==> config.mk <==
export PLATFORM = sky130hd
export DESIGN_NAME = csw_mode_ctrl
export DESIGN_NICKNAME = d
export VERILOG_FILES = /design/src/logic/csw_pkg.sv /design/src/logic/csw_mode_ctrl.sv
export SDC_FILE = /design/constraint.sdc
export NUM_CORES = 1
export LEC_CHECK = 0
export BUFFER_PORTS_ARGS = -buffer_cell sky130_fd_sc_hd__buf_2
export CAP_MARGIN = 20
export CELL_PAD_IN_SITES_DETAIL_PLACEMENT = 0
export CELL_PAD_IN_SITES_GLOBAL_PLACEMENT = 1
export CORE_MARGIN = 5
export CORE_UTILIZATION = 32
export CTS_CLUSTER_DIAMETER = 80
export CTS_CLUSTER_SIZE = 25
export DETAILED_ROUTE_END_ITERATION = 10
export GPL_TIMING_DRIVEN = 0
export PLACE_DENSITY_LB_ADDON = 0.08
export SLEW_MARGIN = 20
export SYNTH_ARGS = -nofsm -noshare
export SYNTH_HDL_FRONTEND = slang
export SYNTH_SLANG_ARGS = --single-unit
==> constraint.sdc <==
create_clock -name CLK -period 1.6 [get_ports CLK]
set_input_delay 0.24 -clock CLK [delete_from_list [all_inputs] [get_ports CLK]]
set_output_delay 0.24 -clock CLK [all_outputs]
set_load 0.1 [all_outputs]
==> src/logic/csw_pkg.sv <==
package csw_pkg;

  // Mode field layout
  localparam int unsigned MODE_W   = 3;
  localparam int unsigned SEL_BIT  = 2;
  localparam int unsigned CNT_W    = 6;

  // Mode codes
  localparam logic [2:0] MODE_OFF      = 3'h0;
  localparam logic [2:0] MODE_WAKE     = 3'h1;
  localparam logic [2:0] MODE_SEL_WAKE = 3'h5;
  localparam logic [2:0] MODE_RESET    = 3'h0;

  // Transceiver operating codes (low two bits of the field)
  localparam logic [1:0] OP_OFF  = 2'h0;
  localparam logic [1:0] OP_WAKE = 2'h1;

  // Error count shown after a counter overflow wake
  localparam logic [5:0] CNT_OVERFLOW = 6'h20;
  localparam logic [5:0] CNT_RESET    = 6'h00;

  // Device power modes
  typedef enum logic [1:0] {
    CSW_PWR_NORMAL  = 2'b00,
    CSW_PWR_STOP    = 2'b01,
    CSW_PWR_SLEEP   = 2'b10,
    CSW_PWR_RESTART = 2'b11
  } csw_pwr_e;

endpackage : csw_pkg

==> src/logic/csw_mode_ctrl.sv <==
`timescale 1ns/1ps
`default_nettype none

module csw_mode_ctrl (
  // Clock and reset
  input  wire logic                       CLK,
  input  wire logic                       RST_N,
  // Power mode commands (one-cycle pulses)
  input  wire logic                       GO_STOP,
  input  wire logic                       GO_SLEEP,
  input  wire logic                       GO_RESTART,
  input  wire logic                       GO_NORMAL,
  // Host settings
  input  wire logic                       MODE_WR,
  input  wire logic [csw_pkg::MODE_W-1:0] MODE_WDATA,
  input  wire logic                       CFG_VALID_SET,
  input  wire logic                       CFG_CHANGED,
  input  wire logic                       ERR_CLR,
  input  wire logic                       WAKE_FLAGS_CLR,
  // Bus wake events (one-cycle pulses)
  input  wire logic                       WAKE_PATTERN,
  input  wire logic                       WAKE_FRAME,
  input  wire logic                       ERR_OVERFLOW,
  input  wire logic                       OTHER_WAKE,
  input  wire logic                       SILENCE_EXPIRED,
  // Mode and status
  output logic [1:0]                      POWER_MODE,
  output logic [csw_pkg::MODE_W-1:0]      MODE_FIELD,
  output logic [1:0]                      XCVR_OP,
  output logic                            XCVR_SEL_WAKE,
  output logic                            XCVR_REARM,
  output logic                            SEL_WAKE_ERR,
  output logic                            CONFIG_VALID,
  output logic                            BUS_WAKE,
  output logic                            WAKE_PAT,
  output logic                            WAKE_FRM,
  output logic [csw_pkg::CNT_W-1:0]       ERR_COUNT
);

  csw_pkg::csw_pwr_e               pwr_reg, pwr_next;
  logic [csw_pkg::MODE_W-1:0]      field_reg, field_next;
  logic [1:0]                      op_reg, op_next;
  logic                            sel_reg, sel_next;
  logic                            rearm_reg, rearm_next;
  logic                            err_reg, err_next;
  logic                            cfg_reg, cfg_next;
  logic                            bus_reg, bus_next;
  logic                            pat_reg, pat_next;
  logic                            frm_reg, frm_next;
  logic [csw_pkg::CNT_W-1:0]       cnt_reg, cnt_next;

  // Decoded views of the stored field and the write data, plus wake and error strobes
  logic field_off;
  logic field_sel;
  logic wr_off;
  logic wr_sel;
  logic err_set;
  logic wake_any;

  assign field_off = (field_reg[1:0] == csw_pkg::OP_OFF);
  assign field_sel = field_reg[csw_pkg::SEL_BIT] && !field_off;
  assign wr_off    = (MODE_WDATA[1:0] == csw_pkg::OP_OFF);
  assign wr_sel    = MODE_WDATA[csw_pkg::SEL_BIT] && !wr_off;
  // Wakes the transceiver can see, plus OTHER_WAKE at all times
  assign wake_any  = (sel_reg && (WAKE_FRAME || ERR_OVERFLOW)) ||
                     (!sel_reg && !field_off && WAKE_PATTERN) || OTHER_WAKE;

  // Next-state computation for the whole block
  always_comb begin
    pwr_next   = pwr_reg;
    field_next = field_reg;
    op_next    = op_reg;
    sel_next   = sel_reg;
    rearm_next = 1'b0;
    err_next   = err_reg;
    cfg_next   = cfg_reg;
    bus_next   = bus_reg;
    pat_next   = pat_reg;
    frm_next   = frm_reg;
    cnt_next   = cnt_reg;
    err_set    = 1'b0;

    // Host clears; a hardware set later in this cycle wins
    if (WAKE_FLAGS_CLR) begin
      bus_next = 1'b0;
    end
    if (CFG_VALID_SET && pwr_reg == csw_pkg::CSW_PWR_NORMAL) begin
      cfg_next = 1'b1;
    end
    // Error clear blocked while selective wake lacks valid data
    if (ERR_CLR && !(field_reg[csw_pkg::SEL_BIT] && !cfg_reg)) begin
      err_next = 1'b0;
    end

    case (pwr_reg)
      csw_pkg::CSW_PWR_NORMAL: begin
        if (MODE_WR) begin
          field_next = MODE_WDATA;
          op_next    = MODE_WDATA[1:0];
          rearm_next = (MODE_WDATA != field_reg);
          pat_next   = rearm_next ? 1'b0 : pat_reg;
          frm_next   = rearm_next ? 1'b0 : frm_reg;
          if (wr_sel) begin
            // Configuration check on enabling selective wake
            err_set  = !cfg_next;
            err_next = !cfg_next;
          end
          sel_next = wr_sel && !err_next;
        end else if (CFG_CHANGED) begin
          cfg_next = 1'b0;
          if (field_sel) begin
            err_set  = 1'b1;
            sel_next = 1'b0;
          end
        end else begin
          sel_next = field_sel && !err_next;
        end

        if (GO_STOP) begin
          pwr_next = csw_pkg::CSW_PWR_STOP;
          op_next  = field_reg[1:0];
          sel_next = field_sel && !err_next;
        end else if (GO_SLEEP) begin
          pwr_next   = csw_pkg::CSW_PWR_SLEEP;
          rearm_next = 1'b1;
          pat_next   = 1'b0;
          frm_next   = 1'b0;
          cnt_next   = csw_pkg::CNT_RESET;
          if (field_off) begin
            op_next  = csw_pkg::OP_OFF;
            sel_next = 1'b0;
          end else if (field_reg[csw_pkg::SEL_BIT]) begin
            field_next = csw_pkg::MODE_SEL_WAKE;
            op_next    = csw_pkg::OP_WAKE;
            sel_next   = !err_next;
          end else begin
            field_next = csw_pkg::MODE_WAKE;
            op_next    = csw_pkg::OP_WAKE;
            sel_next   = 1'b0;
          end
        end else if (GO_RESTART) begin
          pwr_next = csw_pkg::CSW_PWR_RESTART;
          cfg_next = 1'b0;
          sel_next = 1'b0;
          if (field_off) begin
            op_next = csw_pkg::OP_OFF;
          end else if (field_reg[csw_pkg::SEL_BIT]) begin
            field_next = csw_pkg::MODE_SEL_WAKE;
            op_next    = csw_pkg::OP_WAKE;
            err_set    = 1'b1;
          end else begin
            field_next = csw_pkg::MODE_WAKE;
            op_next    = csw_pkg::OP_WAKE;
          end
        end
      end

      csw_pkg::CSW_PWR_STOP: begin
        if (GO_NORMAL) begin
          pwr_next = csw_pkg::CSW_PWR_NORMAL;
        end else if (GO_SLEEP) begin
          pwr_next   = csw_pkg::CSW_PWR_SLEEP;
          rearm_next = 1'b1;
          pat_next   = 1'b0;
          frm_next   = 1'b0;
          if (field_off) begin
            op_next  = csw_pkg::OP_OFF;
            sel_next = 1'b0;
          end else begin
            field_next = field_reg[csw_pkg::SEL_BIT] ? csw_pkg::MODE_SEL_WAKE
                                                      : csw_pkg::MODE_WAKE;
            op_next    = csw_pkg::OP_WAKE;
            sel_next   = field_reg[csw_pkg::SEL_BIT] && !err_next;
          end
        end
      end

      csw_pkg::CSW_PWR_SLEEP: begin
        if (wake_any) begin
          pwr_next = csw_pkg::CSW_PWR_RESTART;
          cfg_next = 1'b0;
        end
        if (WAKE_FRAME && sel_reg) begin
          bus_next = 1'b1;
          frm_next = 1'b1;
          pat_next = SILENCE_EXPIRED;
        end else if (ERR_OVERFLOW && sel_reg) begin
          err_set  = 1'b1;
          bus_next = 1'b1;
          frm_next = 1'b0;
          cnt_next = csw_pkg::CNT_OVERFLOW;
        end else if (WAKE_PATTERN && !sel_reg && !field_off) begin
          bus_next = 1'b1;
          pat_next = 1'b1;
          frm_next = 1'b0;
        end else if (wake_any) begin
          if (field_sel) begin
            err_set = 1'b1;
          end
        end
        if (wake_any) begin
          sel_next = 1'b0;
        end
      end

      csw_pkg::CSW_PWR_RESTART: begin
        if (GO_NORMAL) begin
          pwr_next = csw_pkg::CSW_PWR_NORMAL;
          op_next  = field_reg[1:0];
          sel_next = 1'b0;
        end
      end

      default: begin
        pwr_next = csw_pkg::CSW_PWR_NORMAL;
      end
    endcase

    if (err_set) begin
      err_next = 1'b1;
      sel_next = 1'b0;
    end
  end

  // State registers update on the transition edge
  always_ff @(posedge CLK) begin
    if (!RST_N) begin
      pwr_reg   <= csw_pkg::CSW_PWR_NORMAL;
      field_reg <= csw_pkg::MODE_RESET;
      op_reg    <= csw_pkg::OP_OFF;
      sel_reg   <= 1'b0;
      rearm_reg <= 1'b0;
      err_reg   <= 1'b0;
      cfg_reg   <= 1'b0;
      bus_reg   <= 1'b0;
      pat_reg   <= 1'b0;
      frm_reg   <= 1'b0;
      cnt_reg   <= csw_pkg::CNT_RESET;
    end else begin
      pwr_reg   <= pwr_next;
      field_reg <= field_next;
      op_reg    <= op_next;
      sel_reg   <= sel_next;
      rearm_reg <= rearm_next;
      err_reg   <= err_next;
      cfg_reg   <= cfg_next;
      bus_reg   <= bus_next;
      pat_reg   <= pat_next;
      frm_reg   <= frm_next;
      cnt_reg   <= cnt_next;
    end
  end

  // Outputs straight from registers
  assign POWER_MODE    = pwr_reg;
  assign MODE_FIELD    = field_reg;
  assign XCVR_OP       = op_reg;
  assign XCVR_SEL_WAKE = sel_reg;
  assign XCVR_REARM    = rearm_reg;
  assign SEL_WAKE_ERR  = err_reg;
  assign CONFIG_VALID  = cfg_reg;
  assign BUS_WAKE      = bus_reg;
  assign WAKE_PAT      = pat_reg;
  assign WAKE_FRM      = frm_reg;
  assign ERR_COUNT     = cnt_reg;

endmodule : csw_mode_ctrl // csw_mode_ctrl

`default_nettype wire

Yosys cells after proc, flatten, opt, wreduce, memory -nomap -nowiden

Index checks and enable logic that the tools add are counted.

Bits of input ports: 19
Register bits: 20
Output and inout bits: 20
Word-level logic and storage cells: 180

Bitwise gates (word level): 1
Mux-type cells: 105
Equal/unequal tests: 20
Reduce and logical (&&, ||, !) cells: 43

Operators with widths:

| cell                                        | count |
|---|---|
| 2-to-1 mux 1 bit                            | 68 |
| 2-to-1 mux 2 bit                            | 14 |
| 2-to-1 mux 3 bit                            | 9 |
| 2-to-1 mux 6 bit                            | 4 |
| AND reduction 5 bit                         | 4 |
| != test 2 bit (second input constant)       | 9 |
| logical AND 1 bit                           | 16 |
| one-hot mux 6 bit (2 select lines)          | 1 |
| AND reduction 4 bit                         | 3 |
| logical NOT 1 bit                           | 9 |
| != test 3 bit (second input constant)       | 3 |
| != test 4 bit (second input constant)       | 2 |
| one-hot mux 2 bit (4 select lines)          | 1 |
| != test 7 bit (second input constant)       | 1 |
| logical NOT 2 bit                           | 3 |
| one-hot mux 1 bit (2 select lines)          | 3 |
| one-hot mux 1 bit (3 select lines)          | 2 |
| one-hot mux 2 bit (3 select lines)          | 1 |
| one-hot mux 3 bit (2 select lines)          | 1 |
| nonzero test 3 bit                          | 2 |
| != test 5 bit (second input constant)       | 1 |
| equality test 2 bit (second input constant) | 2 |
| one-hot mux 1 bit (4 select lines)          | 1 |
| nonzero test 2 bit                          | 2 |
| 5 further kinds                             | 7 |

Longest topological paths before layout

Gate-level depths: netlist of run 1.

Word-level depth: 16
Gate-level depth with buffers: 8
Gate-level depth less buffers: 7

Worst setup path before layout of run 1

Ideal clock, no wire load.

Path type: flip-flop to flip-flop
Start: register pwr_reg[1], in the netlist POWER_MODE[1]
End: register pwr_reg[1], in the netlist POWER_MODE[1]
Path buffers: 1
Period minus slack after synthesis: 2.411 ns
Setup time: 0.070 ns
Data arrival time: 2.341 ns
Path slack: -0.811 ns
Cell stages (with the launch flop): 9
Cell sequence: dfxtp_1 > inv_1 > ha_1 > buf_6 > nor2b_1 > o21ai_0 > nand3_2 > a211o_1 > a21oi_1

Cells in the longest elaborated chain, start to end: 3
Elaborated cells between the ends (all ways): 10
Classes of those cells: eq/ne: 7; mux: 1; reduce/logical: 2

Ends and longest elaborated chain:

| item                                                 | RTL line             | source |
|---|---|---|
| from (decl)                                          | csw_mode_ctrl.sv:40  | `csw_pkg::csw_pwr_e pwr_reg, pwr_next;` |
| from (signal assigned)                               | csw_mode_ctrl.sv:228 | `pwr_reg <= csw_pkg::CSW_PWR_NORMAL;` |
| from (signal assigned)                               | csw_mode_ctrl.sv:240 | `pwr_reg <= pwr_next;` |
| equality test 2 x 1 -> 1 bit (tied with other cells) | csw_mode_ctrl.sv:95  | `case (pwr_reg)` |
| != test 3 bit (no line) (tied with other cells)      | -                    |  |
| AND reduction 4 bit (no line)                        | -                    |  |

Parallel ways exist; a longest one is shown, timed or not.
A chain may end at the register's enable or synchronous reset.

Final worst setup path of run 1

Start: register pwr_reg[1], in the netlist POWER_MODE[1]
End: register pwr_reg[0], in the netlist POWER_MODE[0]

Same word-level chain as after synthesis.

==> impl_summary.log, run 1 <==
INFO  metric rsz0062_at_grt = yes
INFO  metric post-layout-total-power = about 3.5 mW
INFO  metric clkLatencyLatePin = ~0.25 ns
INFO  metric synthCells = approximately 160
INFO  metric final_setup_violation_count = 4
INFO  metric worstMarginPinSlew = just under 0.6 ns
INFO  metric route.vias.total = 1261
INFO  metric route.final.wire_length = 3560 um
INFO  metric maxSlewHeadroom = 60.9%
INFO  metric fin_crit = around 1.7 ns
INFO  metric rows = 22
INFO  metric area_growth_syn_to_layout = 33.8%
INFO  metric routedWlPerCell = about 14 um
INFO  metric syn-cell-area = ~0.0012 mm^2
INFO  metric power.density = about 2100 mW/mm^2
INFO  metric cts_buffers = 3
INFO  metric yosys_warnings = 0
INFO  metric post_synth_num_cell_types = 48
INFO  metric ff2ff_path_depth = 8
INFO  metric hold_path_end = CONFIG_VALID$_SDFF_PN0_
INFO  metric seq_power_share = between 15 and 20%
INFO  metric r2r_start = POWER_MODE[1]$_SDFFE_PN0P_
INFO  metric switching_share = between 50% and 60%
INFO  metric tightest_hold_margin = 0.234 ns
INFO  metric post-route-cell-area = 0.00163 mm^2
INFO  metric final-instance-count-excl-fill = between 200 and 300
INFO  metric cap_violations = 0
INFO  metric hold_path_class = in2reg
INFO  metric vdd_drop_max = about 0.98 mV
INFO  metric type_of_destination_of_the_critical_path = flip-flop
INFO  metric post_route_worst_setup_slack = -0.0713 ns
INFO  metric hold-path-cell-count = 3
INFO  metric grt_pass1_wl = 5840 um
INFO  metric port_buffers = 33
INFO  metric cts_num_sinks = 15
INFO  metric nNetsFinal = roughly 230
INFO  metric switchingPower = between 1.5 and 2 mW
INFO  metric grt-ovfl-total = 0
INFO  metric pin_count = 39
INFO  metric post_synthesis_sequential_element_count = 15
INFO  metric core_area = 0.00366 mm^2
INFO  metric worst_setup_path_start_kind = flip-flop
INFO  metric seq_area_frac_synth = roughly a quarter
INFO  metric max_ffs_per_register = 3
INFO  metric drt_first_pass_iters = 4
INFO  metric synth_async_sr_flop_share = 0%
INFO  metric initial_utilization = about 33%
INFO  metric timing.fmax = approximately 600 MHz
INFO  metric setup.reg_to_reg.worst_slack = -0.07 ns
INFO  metric number_of_antenna_violations_at_the_first_check_in_global_routing = 0
INFO  metric p_int = 1.51 mW
INFO  metric clock-root-buffer = clkbuf_8
INFO  metric detailed_place.area = 0.00148 mm^2
INFO  metric fin_util = 44.5%
INFO  metric synth.avg_cell_area = around 8 um^2
INFO  metric chipWidth = roughly 72 um
INFO  metric htreeDepth = 1
INFO  metric hold_buffers = 0
INFO  metric final_min_period_over_clock_period = 104%
INFO  metric timing.setup.critical_path_class = reg2reg
INFO  metric cell_total_after_placement = 240
INFO  metric vias_in_the_first_global_route = ~1.3k
INFO  metric cp_data_arrival_time = 1.85 ns
INFO  metric global_route.usage.total = 14.1%
INFO  metric antenna_violating_nets_remaining = 0
INFO  metric gp_congestion = 0.829
INFO  metric path_max_fanout = 4
INFO  metric place_worst_setup_slack = -0.0835 ns
INFO  metric first_iter_violations = between 40 and 50
INFO  metric cts.clk_slew.worst_paths = 0.06 ns
INFO  metric outcome = complete, but fails checks
INFO  metric r2r_end = POWER_MODE[0]$_SDFFE_PN0P_
INFO  metric floorplan.die_area = about 0.005 mm^2
INFO  metric drt_drc = 0
INFO  metric combinationalPowerShare = ~73%
INFO  metric slew_violations = 0
INFO  metric grt_start_max_net_pins = 11
INFO  metric totalNegativeSetupSlack = -0.222 ns
INFO  metric failed_checks = setup timing
INFO  metric num_antenna_cells = 0
INFO  metric power.leakage = between 0.7 and 0.8 nW
INFO  metric drive_gt1_share = between 40% and 50%
INFO  metric number_of_buffers_on_the_longest_clock_path = 2
INFO  metric dominantRegCellSynth = dfxtp_1
INFO  metric final-hold-violation-count = 0
INFO  metric dp_hpwl = between 2000 and 3000 um
INFO  metric clkPwrFrac = under 10%
INFO  metric post_synth_edffs = 0
INFO  metric die_height = slightly above 70 um
INFO  metric clock_tree_from_tritoncts = done
INFO  metric worst-endpoint-required = around 1.8 ns
INFO  metric holdCritStartpoint = RST_N
INFO  metric finClkSkew = between 0.003 and 0.004 ns
INFO  metric drt-vias-per-instance = approximately 5.0
==> cell families (layout without fill, tap and decap cells) <==
| family | count (synthesis) | after routing | share of synthesized area, % |
|---|---|---|---|
| and+or+nand+nor | 53 | 53 | 24.6 |
| AOI/OAI and AO/OA | 55 | 55 | 31.9 |
| other | 1 | 5 | 0.308 |
| adders and majority gates | 5 | 5 | 5.14 |
| xor gates and xnor gates | 3 | 3 | 2.16 |
| DFF | 15 | 15 | 24.7 |
| buffers and inverters | 23 | 66 | 11.3 |
==> metal layers <==
metal | up-vias | routed length (um) | GRT usage (%)
li1 | 642 | - | -
met1 | 581 | 1660 | 18.0
met2 | 32 | 1680 | 22.4
met3 | 6 | 155 | 2.81
met4 | 0 | 63 | 7.10
met5 | - | 0 | 0
==> power groups by stage <==
stage / combinational, mW / clock (mW) / sequential, mW
after global placement: 2.29 / 0 / 0.633
after CTS: 2.45 / 0.329 / 0.631
after detailed placement: 2.30 / 0 / 0.638
after floorplan: 1.11 / 0 / 1.42
final: 2.53 / 0.315 / 0.628
after global routing: 2.70 / 0.336 / 0.651
==> synth_stat cells (2+ instances only) <==
master	number	share of area, %
ha_1	5	5.1
buf_2	2	0.82
o21ai_0	5	2.1
a211o_1	2	1.4
o22a_1	2	1.4
nand2_1	11	3.4
nor3_1	5	2.1
a221oi_1	2	1.4
dfxtp_1	15	25
a21o_1	3	1.8
o21ai_1	7	2.9
buf_4	7	4.3
nor2_1	12	3.7
o211ai_1	4	2.5
a32oi_1	3	2.2
nand3_1	3	1.2
nand2b_1	4	2.1
a31oi_1	3	1.5
nor2b_1	4	2.1
a21oi_1	13	5.3
nor3_2	2	1.6
or3_1	2	1.0
buf_6	3	2.8
xor2_1	3	2.2
inv_1	10	3.1
==> timing repair <==
item | CTS | global route
setup endpoints to repair | 5 | 8
setup buffers | 4 | 3
pin swaps | 5 | 7
gates resized for setup | 6 | 8
==> critical path, stage by stage (launching register included) <==
cell and delay [ns]:
dfxtp_4 0.36, inv_4 0.07, ha_4 0.13, or4b_4 0.49, buf_4 0.17, nand3_4 0.09, buf_4 0.12, nand2_1 0.06
a21oi_2 0.12
==> cell type report <==
type / count / area (um^2)
fillers: 388 / 2030
plain buffers: 12 / 95.1
well taps: 48 / 60.1
inverters: 10 / 42.5
multi-input cells: 121 / 850
repair buffers: 40 / 218
clock buffers: 4 / 45.0
flip-flops and latches: 15 / 319
==> layout by cell type, fill, tap and decap left out, types with 4 or more instances in the layout <==
master / n
nor3_1: 4
dfxtp_1: 8
buf_4: 14
conb_1: 5
buf_2: 34
a21oi_1: 11
o21ai_0: 4
o21ai_1: 7
inv_1: 8
nor2_1: 12
nand2_1: 11
nand2b_1: 4
o211ai_1: 4
dfxtp_4: 4
==> worst max-delay path by stage <==
| stage | cells past startpoint | end | start |
|---|---|---|---|
| 3_3_place_gp | 7 | XCVR_SEL_WAKE$_SDFFE_PP0P_ | POWER_MODE[0]$_SDFFE_PN0P_ |
| 6_report | 8 | POWER_MODE[0]$_SDFFE_PN0P_ | POWER_MODE[1]$_SDFFE_PN0P_ |
| 5_1_grt | 7 | XCVR_SEL_WAKE$_SDFFE_PP0P_ | POWER_MODE[1]$_SDFFE_PN0P_ |
| 4_1_cts | 7 | XCVR_SEL_WAKE$_SDFFE_PP0P_ | POWER_MODE[0]$_SDFFE_PN0P_ |
| 3_5_place_dp | 7 | XCVR_SEL_WAKE$_SDFFE_PP0P_ | POWER_MODE[0]$_SDFFE_PN0P_ |
| 2_1_floorplan | 8 | POWER_MODE[1]$_SDFFE_PN0P_ | POWER_MODE[1]$_SDFFE_PN0P_ |
Power figures use the tool's default switching activity.
==> run 2, diff against run 1 <==
Settings changed: SKIP_CTS_REPAIR_TIMING set to 1.
==> run 2 against run 1 <==
Against the previous run:
- the flow still finishes with violations (setup timing)
- sequential cell count unchanged
- register-to-register slack improved by 0.02 ns
- sequential power increased by 1%
- final cell count decreased by 1.2%
- hold slack about the same
- die area unchanged
- clock-buffer cell count unchanged
- critical path type unchanged
- via count decreased by 1.8%
- core utilization decreased by 0.89 points
- worst setup slack improved by 0.017 ns
==> impl_summary.log, run 2 (same netlist as run 1, synthesis figures left out) <==
INFO  metric outcome = complete, but fails checks
INFO  metric failed_checks = setup timing
INFO  metric layout.filler_cells = 393 (+1.3%)
INFO  metric finClkSkew = 0.00219 ns (-0.000890 ns)
INFO  metric dp_hpwl = 2770 um (unchanged)
INFO  metric area_growth_syn_to_layout = 31.1%
INFO  metric initial_utilization = 33.3% (unchanged)
INFO  metric fin_crit = 1.65 ns (-0.0170 ns)
INFO  metric layout.area.seq = 319 um^2 (unchanged)
INFO  metric layout.cells.most_common_list = buf_2, a21oi_1, nand2_1, nor2_1, buf_4
INFO  metric place_worst_setup_slack = -0.0835 ns (unchanged)
INFO  metric rows = 22 (unchanged)
INFO  metric timing.fmax = 604 MHz (+1.0%)
INFO  metric worstMarginPinSlew = 0.598 ns (+0.0119 ns)
INFO  metric totalNegativeSetupSlack = -0.0930 ns (+0.129 ns)
INFO  metric first_iter_violations = 66 (+35%)
INFO  metric detailed_place.area = 0.00148 mm^2 (unchanged)
INFO  metric final_setup_violation_count = 3 (-1)
INFO  metric hold_path_class = in2reg
INFO  metric num_antenna_cells = 0 (unchanged)
INFO  metric power.leakage = 0.702 nW (-2.4%)
INFO  metric cts.clk_slew.worst_paths = 0.06 ns (about the same)
INFO  metric clkLatencyLatePin = 0.25 ns (about the same)
INFO  metric vdd_drop_max = 0.977 mV (-0.64%)
INFO  metric cap_violations = 0 (unchanged)
INFO  metric post-layout-total-power = 3.41 mW (-1.9%)
INFO  metric origin_of_the_worst_setup_path = POWER_MODE[1]$_SDFFE_PN0P_
INFO  metric htreeDepth = 1 (unchanged)
INFO  metric route.final.wire_length = 3520 um (-1.2%)
INFO  metric grt_start_max_net_pins = 11 (unchanged)
INFO  metric area_of_combinational_cells_with_multiple_inputs = 836 um^2 (-1.6%)
INFO  metric final_min_period_over_clock_period = 103% (-1.1 points)
INFO  metric drive_gt1_share = 38.7% (-1.9 points)
INFO  metric die_height = 71.7 um (unchanged)
INFO  metric holdCritStartpoint = RST_N
INFO  metric hold_path_end = CONFIG_VALID$_SDFF_PN0_
INFO  metric number_of_antenna_violations_at_the_first_check_in_global_routing = 0 (unchanged)
INFO  metric cts_num_sinks = 15 (unchanged)
INFO  metric cts_buffers = 3 (unchanged)
INFO  metric ff2ff_path_depth = 7 (-1)
INFO  metric port_buffers = 33 (unchanged)
INFO  metric mostFrequentLayoutCell = buf_2
INFO  metric grt-ovfl-total = 0 (unchanged)
INFO  metric cp_cell_sequence = inv_4 -> ha_4 -> or4b_4 -> nor2_1 -> nor3_4 -> nand2b_1 -> a21oi_1
INFO  metric vias_in_the_first_global_route = 1259 (-0.24%)
INFO  metric post_route_worst_setup_slack = -0.0543 ns (+0.0170 ns)
INFO  metric maxSlewHeadroom = 60.1% (-0.79 points)
INFO  metric chipWidth = 71.7 um (unchanged)
INFO  metric grt_pass1_wl = 5820 um (-0.24%)
INFO  metric r2r_end = XCVR_OP[0]$_SDFFE_PN0P_
INFO  metric rsz0062_at_grt = yes
INFO  metric fin_util = 43.6% (-0.89 points)
INFO  metric clock-root-buffer = clkbuf_8
INFO  metric worst_setup_path_start_kind = flip-flop
INFO  metric post-route-cell-area = 0.00160 mm^2 (-2.0%)
INFO  metric drt-vias-per-instance = 5.01 (-0.63%)
INFO  metric final-hold-violation-count = 0 (unchanged)
INFO  metric timing.critical_path.slowest_stage_cell = or4b_4
INFO  metric routedWlPerCell = 14.2 um (about the same)
INFO  metric nNetsFinal = 224 (-1.3%)
INFO  metric gp_congestion = 0.829 (unchanged)
INFO  metric drt_drc = 0 (unchanged)
INFO  metric slew_violations = 0 (unchanged)
INFO  metric path_max_fanout = 5 (+1)
INFO  metric antenna_violating_nets_remaining = 0 (unchanged)
INFO  metric drt_first_pass_iters = 4 (unchanged)
INFO  metric max_ffs_per_register = 3 (unchanged)
INFO  metric hold-path-cell-count = 3 (unchanged)
INFO  metric floorplan.die_area = 0.00514 mm^2 (unchanged)
INFO  metric global_route.usage.total = 14.1% (-0.058 points)
INFO  metric power.density = 2130 mW/mm^2 (about the same)
INFO  metric slowest_delay = 0.50 ns (about the same)
INFO  metric clock_tree_from_tritoncts = done
INFO  metric pin_count = 39 (unchanged)
INFO  metric route.vias.total = 1238 (-1.8%)
INFO  metric number_of_buffers_on_the_longest_clock_path = 2 (unchanged)
INFO  metric r2r_start = POWER_MODE[1]$_SDFFE_PN0P_
INFO  metric type_of_destination_of_the_critical_path = flip-flop
INFO  metric setup.reg_to_reg.worst_slack = -0.05 ns (+0.02 ns)
INFO  metric cp_data_arrival_time = 1.83 ns (-0.02 ns)
INFO  metric timing.setup.critical_path_class = reg2reg
INFO  metric worst-endpoint-required = 1.78 ns (about the same)
INFO  metric core_area = 0.00366 mm^2 (unchanged)
## run 2: cell count changes in the layout (fill, tap and decap cells not counted), sizes merged
cell / previous run / this run
buf: 51 / 48
## run 2: final cells by class
| cell class | count | share of cell area, % |
|---|---|---|
| Timing Repair Buffer | 36 | 11.8 |
| Tap cell | 48 | 3.76 |
| Clock buffer | 4 | 2.82 |
| Buffer | 13 | 6.66 |
| Inverter | 10 | 2.66 |
| Multi-Input combinational cell | 121 | 52.4 |
| Sequential cell | 15 | 20.0 |
## run 2: layer usage
metal  part of all wire [%]  GRT usage, %  vias up
li1                       -             -      637
met1                     47          17.8      567
met2                     46          22.4       25
met3                    4.2          2.81        9
met4                    2.8          7.10        0
met5                      0             0        -
## run 2: report_power, final
part / leakage [nW] / internal [mW] / switching [mW]
sequential: 0.127 / 0.518 / 0.117
combinational: 0.553 / 0.761 / 1.70
clock: 0.0228 / 0.177 / 0.138
total: 0.702 / 1.46 / 1.95
## run 2: worst max path at each step
stage	endpoint	cells past startpoint	slack, ns
6_report	XCVR_OP[0]$_SDFFE_PN0P_	7	-0.05
5_1_grt	XCVR_SEL_WAKE$_SDFFE_PP0P_	7	-0.13
4_1_cts	XCVR_SEL_WAKE$_SDFFE_PP0P_	7	-0.09
3_5_place_dp	XCVR_SEL_WAKE$_SDFFE_PP0P_	7	-0.08
3_3_place_gp	XCVR_SEL_WAKE$_SDFFE_PP0P_	7	-0.07
2_1_floorplan	POWER_MODE[1]$_SDFFE_PN0P_	8	-0.15
## run 2: per-stage QoR
stage          hold WS, ns  cells
2_1_floorplan        0.349    159
3_3_place_gp         0.457    240
3_5_place_dp         0.462    240
4_1_cts              0.230    244
5_1_grt              0.251    247
6_report             0.234    247
## run 2: critical path: cells and delay by family (launching register included)
family | cells | cell delay (ns)
adders and majority gates | 1 | 0.11
and+or+nand+nor | 4 | 0.93
buffers and inverters | 1 | 0.07
AOI/OAI and AO/OA | 1 | 0.11
DFF | 1 | 0.37
==> run 3, diff against run 2 <==
Settings changed: ABC_AREA set to 1, CORE_UTILIZATION 32 to 31.
==> run 3 against run 2 <==
Against the previous run:
- the run now ends clean
- final cell count grew 23%
- largest power group unchanged
- clock power grew 2%
- largest cell class unchanged
- via count grew 16%
- combinational power grew 13%
- critical endpoint is now XCVR_SEL_WAKE$_SDFFE_PP0P_
- synthesized area grew 8.4%
==> impl_summary.log, run 3 <==
INFO  metric pin_count = 39 (unchanged)
INFO  metric antenna_violating_nets_remaining = 0 (unchanged)
INFO  metric route.final.wire_length = 3930 um (+12%)
INFO  metric cts_num_sinks = 15 (unchanged)
INFO  metric final-hold-violation-count = 0 (unchanged)
INFO  metric yosys_warnings = 0 (unchanged)
INFO  metric worst-endpoint-required = 1.74 ns (-0.04 ns)
INFO  metric switching_share = 60.5% (+3.2 points)
INFO  metric outcome = finished, final reports clean
INFO  metric clkLatencyLatePin = 0.25 ns (about the same)
INFO  metric synthMostInstantiatedCell = nand2_1
INFO  metric core_area = 0.00406 mm^2 (+11%)
INFO  metric fin_crit = 1.52 ns (-0.130 ns)
INFO  metric mostFrequentLayoutCell = nand2_1
INFO  metric post_synth_num_cell_types = 32 (-33%)
INFO  metric floorplan.die_area = 0.00566 mm^2 (+10%)
INFO  metric cts_buffers = 3 (unchanged)
INFO  metric cp_data_arrival_time = 1.67 ns (-0.16 ns)
INFO  metric vias_in_the_first_global_route = 1280 (+1.7%)
INFO  metric max_ffs_per_register = 3 (unchanged)
INFO  metric yosys.area_share.simple = 39.1% (+15 points)
INFO  metric nNetsFinal = 280 (+25%)
INFO  metric seq_area_frac_synth = 22.7% (-1.9 points)
INFO  metric route.vias.total = 1435 (+16%)
INFO  metric layout.cells.most_common_list = nand2_1, buf_2, nor2_1, inv_1, a21oi_1
INFO  metric fin_util = 42.9% (-0.69 points)
INFO  metric synth.avg_cell_area = 6.29 um^2 (-20%)
INFO  metric timing.setup.critical_path_class = reg2reg
INFO  metric synth_adder_area_share = 4.74% (-0.40 points)
INFO  metric drt_first_pass_iters = 4 (unchanged)
INFO  metric hold_path_class = in2reg
INFO  metric drive_gt1_share = 34.9% (-3.8 points)
INFO  metric syn-cell-area = 0.00132 mm^2 (+8.4%)
INFO  metric rows = 23 (+4.5%)
INFO  metric vdd_drop_max = 1.16 mV (+19%)
INFO  metric switchingPower = 2.29 mW (+17%)
INFO  metric synth_commonest_cells = nand2_1, nor2_1, inv_1
INFO  metric htreeDepth = 1 (unchanged)
INFO  metric power.leakage = 0.849 nW (+21%)
INFO  metric grt-ovfl-total = 0 (unchanged)
INFO  metric dp_hpwl = 3060 um (+10%)
INFO  metric num_antenna_cells = 0 (unchanged)
INFO  metric totalNegativeSetupSlack = 0 ns (+0.0930 ns)
INFO  metric gp_congestion = 0.804 (-3.1%)
INFO  metric port_buffers = 32 (-3.0%)
INFO  metric global_route.usage.total = 14.3% (+0.25 points)
INFO  metric clock_tree_from_tritoncts = done
INFO  metric tightest_hold_margin = 0.240 ns (+0.00642 ns)
INFO  metric ff2ff_path_depth = 8 (+1)
INFO  metric post-route-cell-area = 0.00174 mm^2 (+9.1%)
INFO  metric slew_violations = 0 (unchanged)
INFO  metric grt_pass1_wl = 6130 um (+5.3%)
INFO  metric netlist_top_cells_area = dfxtp_1, nand2_1, nor2_1
INFO  metric seq_power_share = 17.8% (-0.8 points)
INFO  metric final_min_period_over_clock_period = 95.3% (-8.1 points)
INFO  metric path_max_fanout = 7 (+2)
INFO  metric synthXorXnorAreaFrac = 1.99% (-0.17 points)
INFO  metric rsz0062_at_grt = yes
INFO  metric power.density = 2170 mW/mm^2 (+1.7%)
INFO  metric initial_utilization = 32.5% (-0.72 points)
INFO  metric post-synth-top-area-cell = dfxtp_1
INFO  metric hold-path-cell-count = 4 (+1)
INFO  metric number_of_antenna_violations_at_the_first_check_in_global_routing = 0 (unchanged)
INFO  metric drt_drc = 0 (unchanged)
INFO  metric post_synthesis_sequential_element_count = 15 (unchanged)
INFO  metric cts.clk_slew.worst_paths = 0.07 ns (about the same)
INFO  metric synth_top_family_by_area = simple AND/OR/NAND/NOR gates
INFO  metric timing.fmax = 656 MHz (+8.5%)
INFO  metric synth_compound_gate_area_share = 19.1% (-13 points)
INFO  metric clkPwrFrac = 8.5% (-0.7 points)
INFO  metric worst_setup_path_start_kind = flip-flop
INFO  metric number_of_buffers_on_the_longest_clock_path = 2 (unchanged)
INFO  metric die_height = 75.3 um (+5.0%)
INFO  metric chipWidth = 75.3 um (+5.0%)
INFO  metric p_int = 1.50 mW (+2.7%)
INFO  metric area_growth_syn_to_layout = 31.9%
INFO  metric combinationalPowerShare = 73.7% (+1.6 points)
INFO  metric first_iter_violations = 67 (+1.5%)
INFO  metric finClkSkew = 0.00153 ns (-0.000664 ns)
INFO  metric dominantRegCellSynth = dfxtp_1
INFO  metric type_of_destination_of_the_critical_path = flip-flop
INFO  metric cap_violations = 0 (unchanged)
INFO  metric synth_async_sr_flop_share = 0% (unchanged)
INFO  metric grt_start_max_net_pins = 10 (-1)
INFO  metric detailed_place.area = 0.00158 mm^2 (+6.4%)
INFO  metric final_setup_violation_count = 0 (-3)
INFO  metric post_synth_edffs = 0 (unchanged)
INFO  metric synthCells = 210 (+35%)
INFO  metric routedWlPerCell = 12.9 um (-9.4%)
INFO  metric clock-root-buffer = clkbuf_8
INFO  metric synthMuxAreaShare = 0% (unchanged)
INFO  metric layout.filler_cells = 460 (+17%)
INFO  metric drt-vias-per-instance = 4.70 (-6.1%)
INFO  metric post-layout-total-power = 3.78 mW (+11%)
INFO  metric synth_top_cell_area_share = 22.7% (-1.9 points)
run 3: cell count changes in the layout (fill, tap and decap cells not counted), sizes merged, moves of 4 or more:
| cell | delta |
|---|---|
| inv | +17 |
| nor3 | -5 |
| nand2 | +44 |
| nand2b | -5 |
| a21oi | +6 |
| nor2 | +18 |
| buf | -5 |
| nor2b | -4 |
| nand3 | +10 |
| nand4 | +6 |
run 3: routing by layer:
metal	GRT usage [%]	part of all wire [%]	vias to the layer above
li1	-	-	767
met1	19.9	49	629
met2	22.8	45	37
met3	3.60	5.5	2
met4	2.33	0.48	0
met5	0	0	-
run 3: cell type report:
class / count / area, um^2 / share of cell area (%)
Inverter: 30 / 123 / 7.04
Tap cell: 50 / 62.6 / 3.59
Buffer: 6 / 45.0 / 2.59
Timing Repair Buffer: 37 / 210 / 12.1
Sequential cell: 15 / 314 / 18.0
Multi-Input combinational cell: 163 / 942 / 54.1
Clock buffer: 4 / 45.0 / 2.59
run 3: power groups by stage:
stage / Clock (mW) / Sequential (mW) / Combinational (mW)
floorplan: 0 / 1.51 / 1.21
global placement: 0 / 0.667 / 2.53
detailed placement: 0 / 0.670 / 2.53
CTS: 0.341 / 0.662 / 2.53
global route: 0.355 / 0.690 / 3.01
finish: 0.322 / 0.673 / 2.79
run 3: critical path: stages, from the launching register on:
cell and delay, ns:
dfxtp_4 0.38, clkinvlp_4 0.15, ha_4 0.23, a21oi_4 0.18, nand3_2 0.12, nand3_1 0.10, nand2_1 0.06, a21oi_1 0.14
nor2_1 0.06
run 3: worst paths after layout:
kind | from | end | slack (ns)
worst max register to register | POWER_MODE[0]$_SDFFE_PN0P_ | XCVR_SEL_WAKE$_SDFFE_PP0P_ | 0.08
worst max-delay path | POWER_MODE[0]$_SDFFE_PN0P_ | XCVR_SEL_WAKE$_SDFFE_PP0P_ | 0.08
worst min-delay path | WAKE_FLAGS_CLR | BUS_WAKE$_SDFF_PN0_ | 0.24
worst min register to register | BUS_WAKE$_SDFF_PN0_ | BUS_WAKE$_SDFF_PN0_ | 0.47
run 3: kinds of logic after synthesis:
family / Yosys count
AOI/OAI and AO/OA: 41
xor gates and xnor gates: 3
adders and majority gates: 5
buffers and inverters: 36
DFF: 15
other: 1
and+or+nand+nor: 109
run 3: through the flow:
stage                     std cells  setup slack [ns]
after CTS                       300            0.0563
after global placement          296            0.0315
after global routing            305           -0.0459
after detailed placement        296            0.0743
after floorplan                 214           -0.0251
final                           305            0.0757
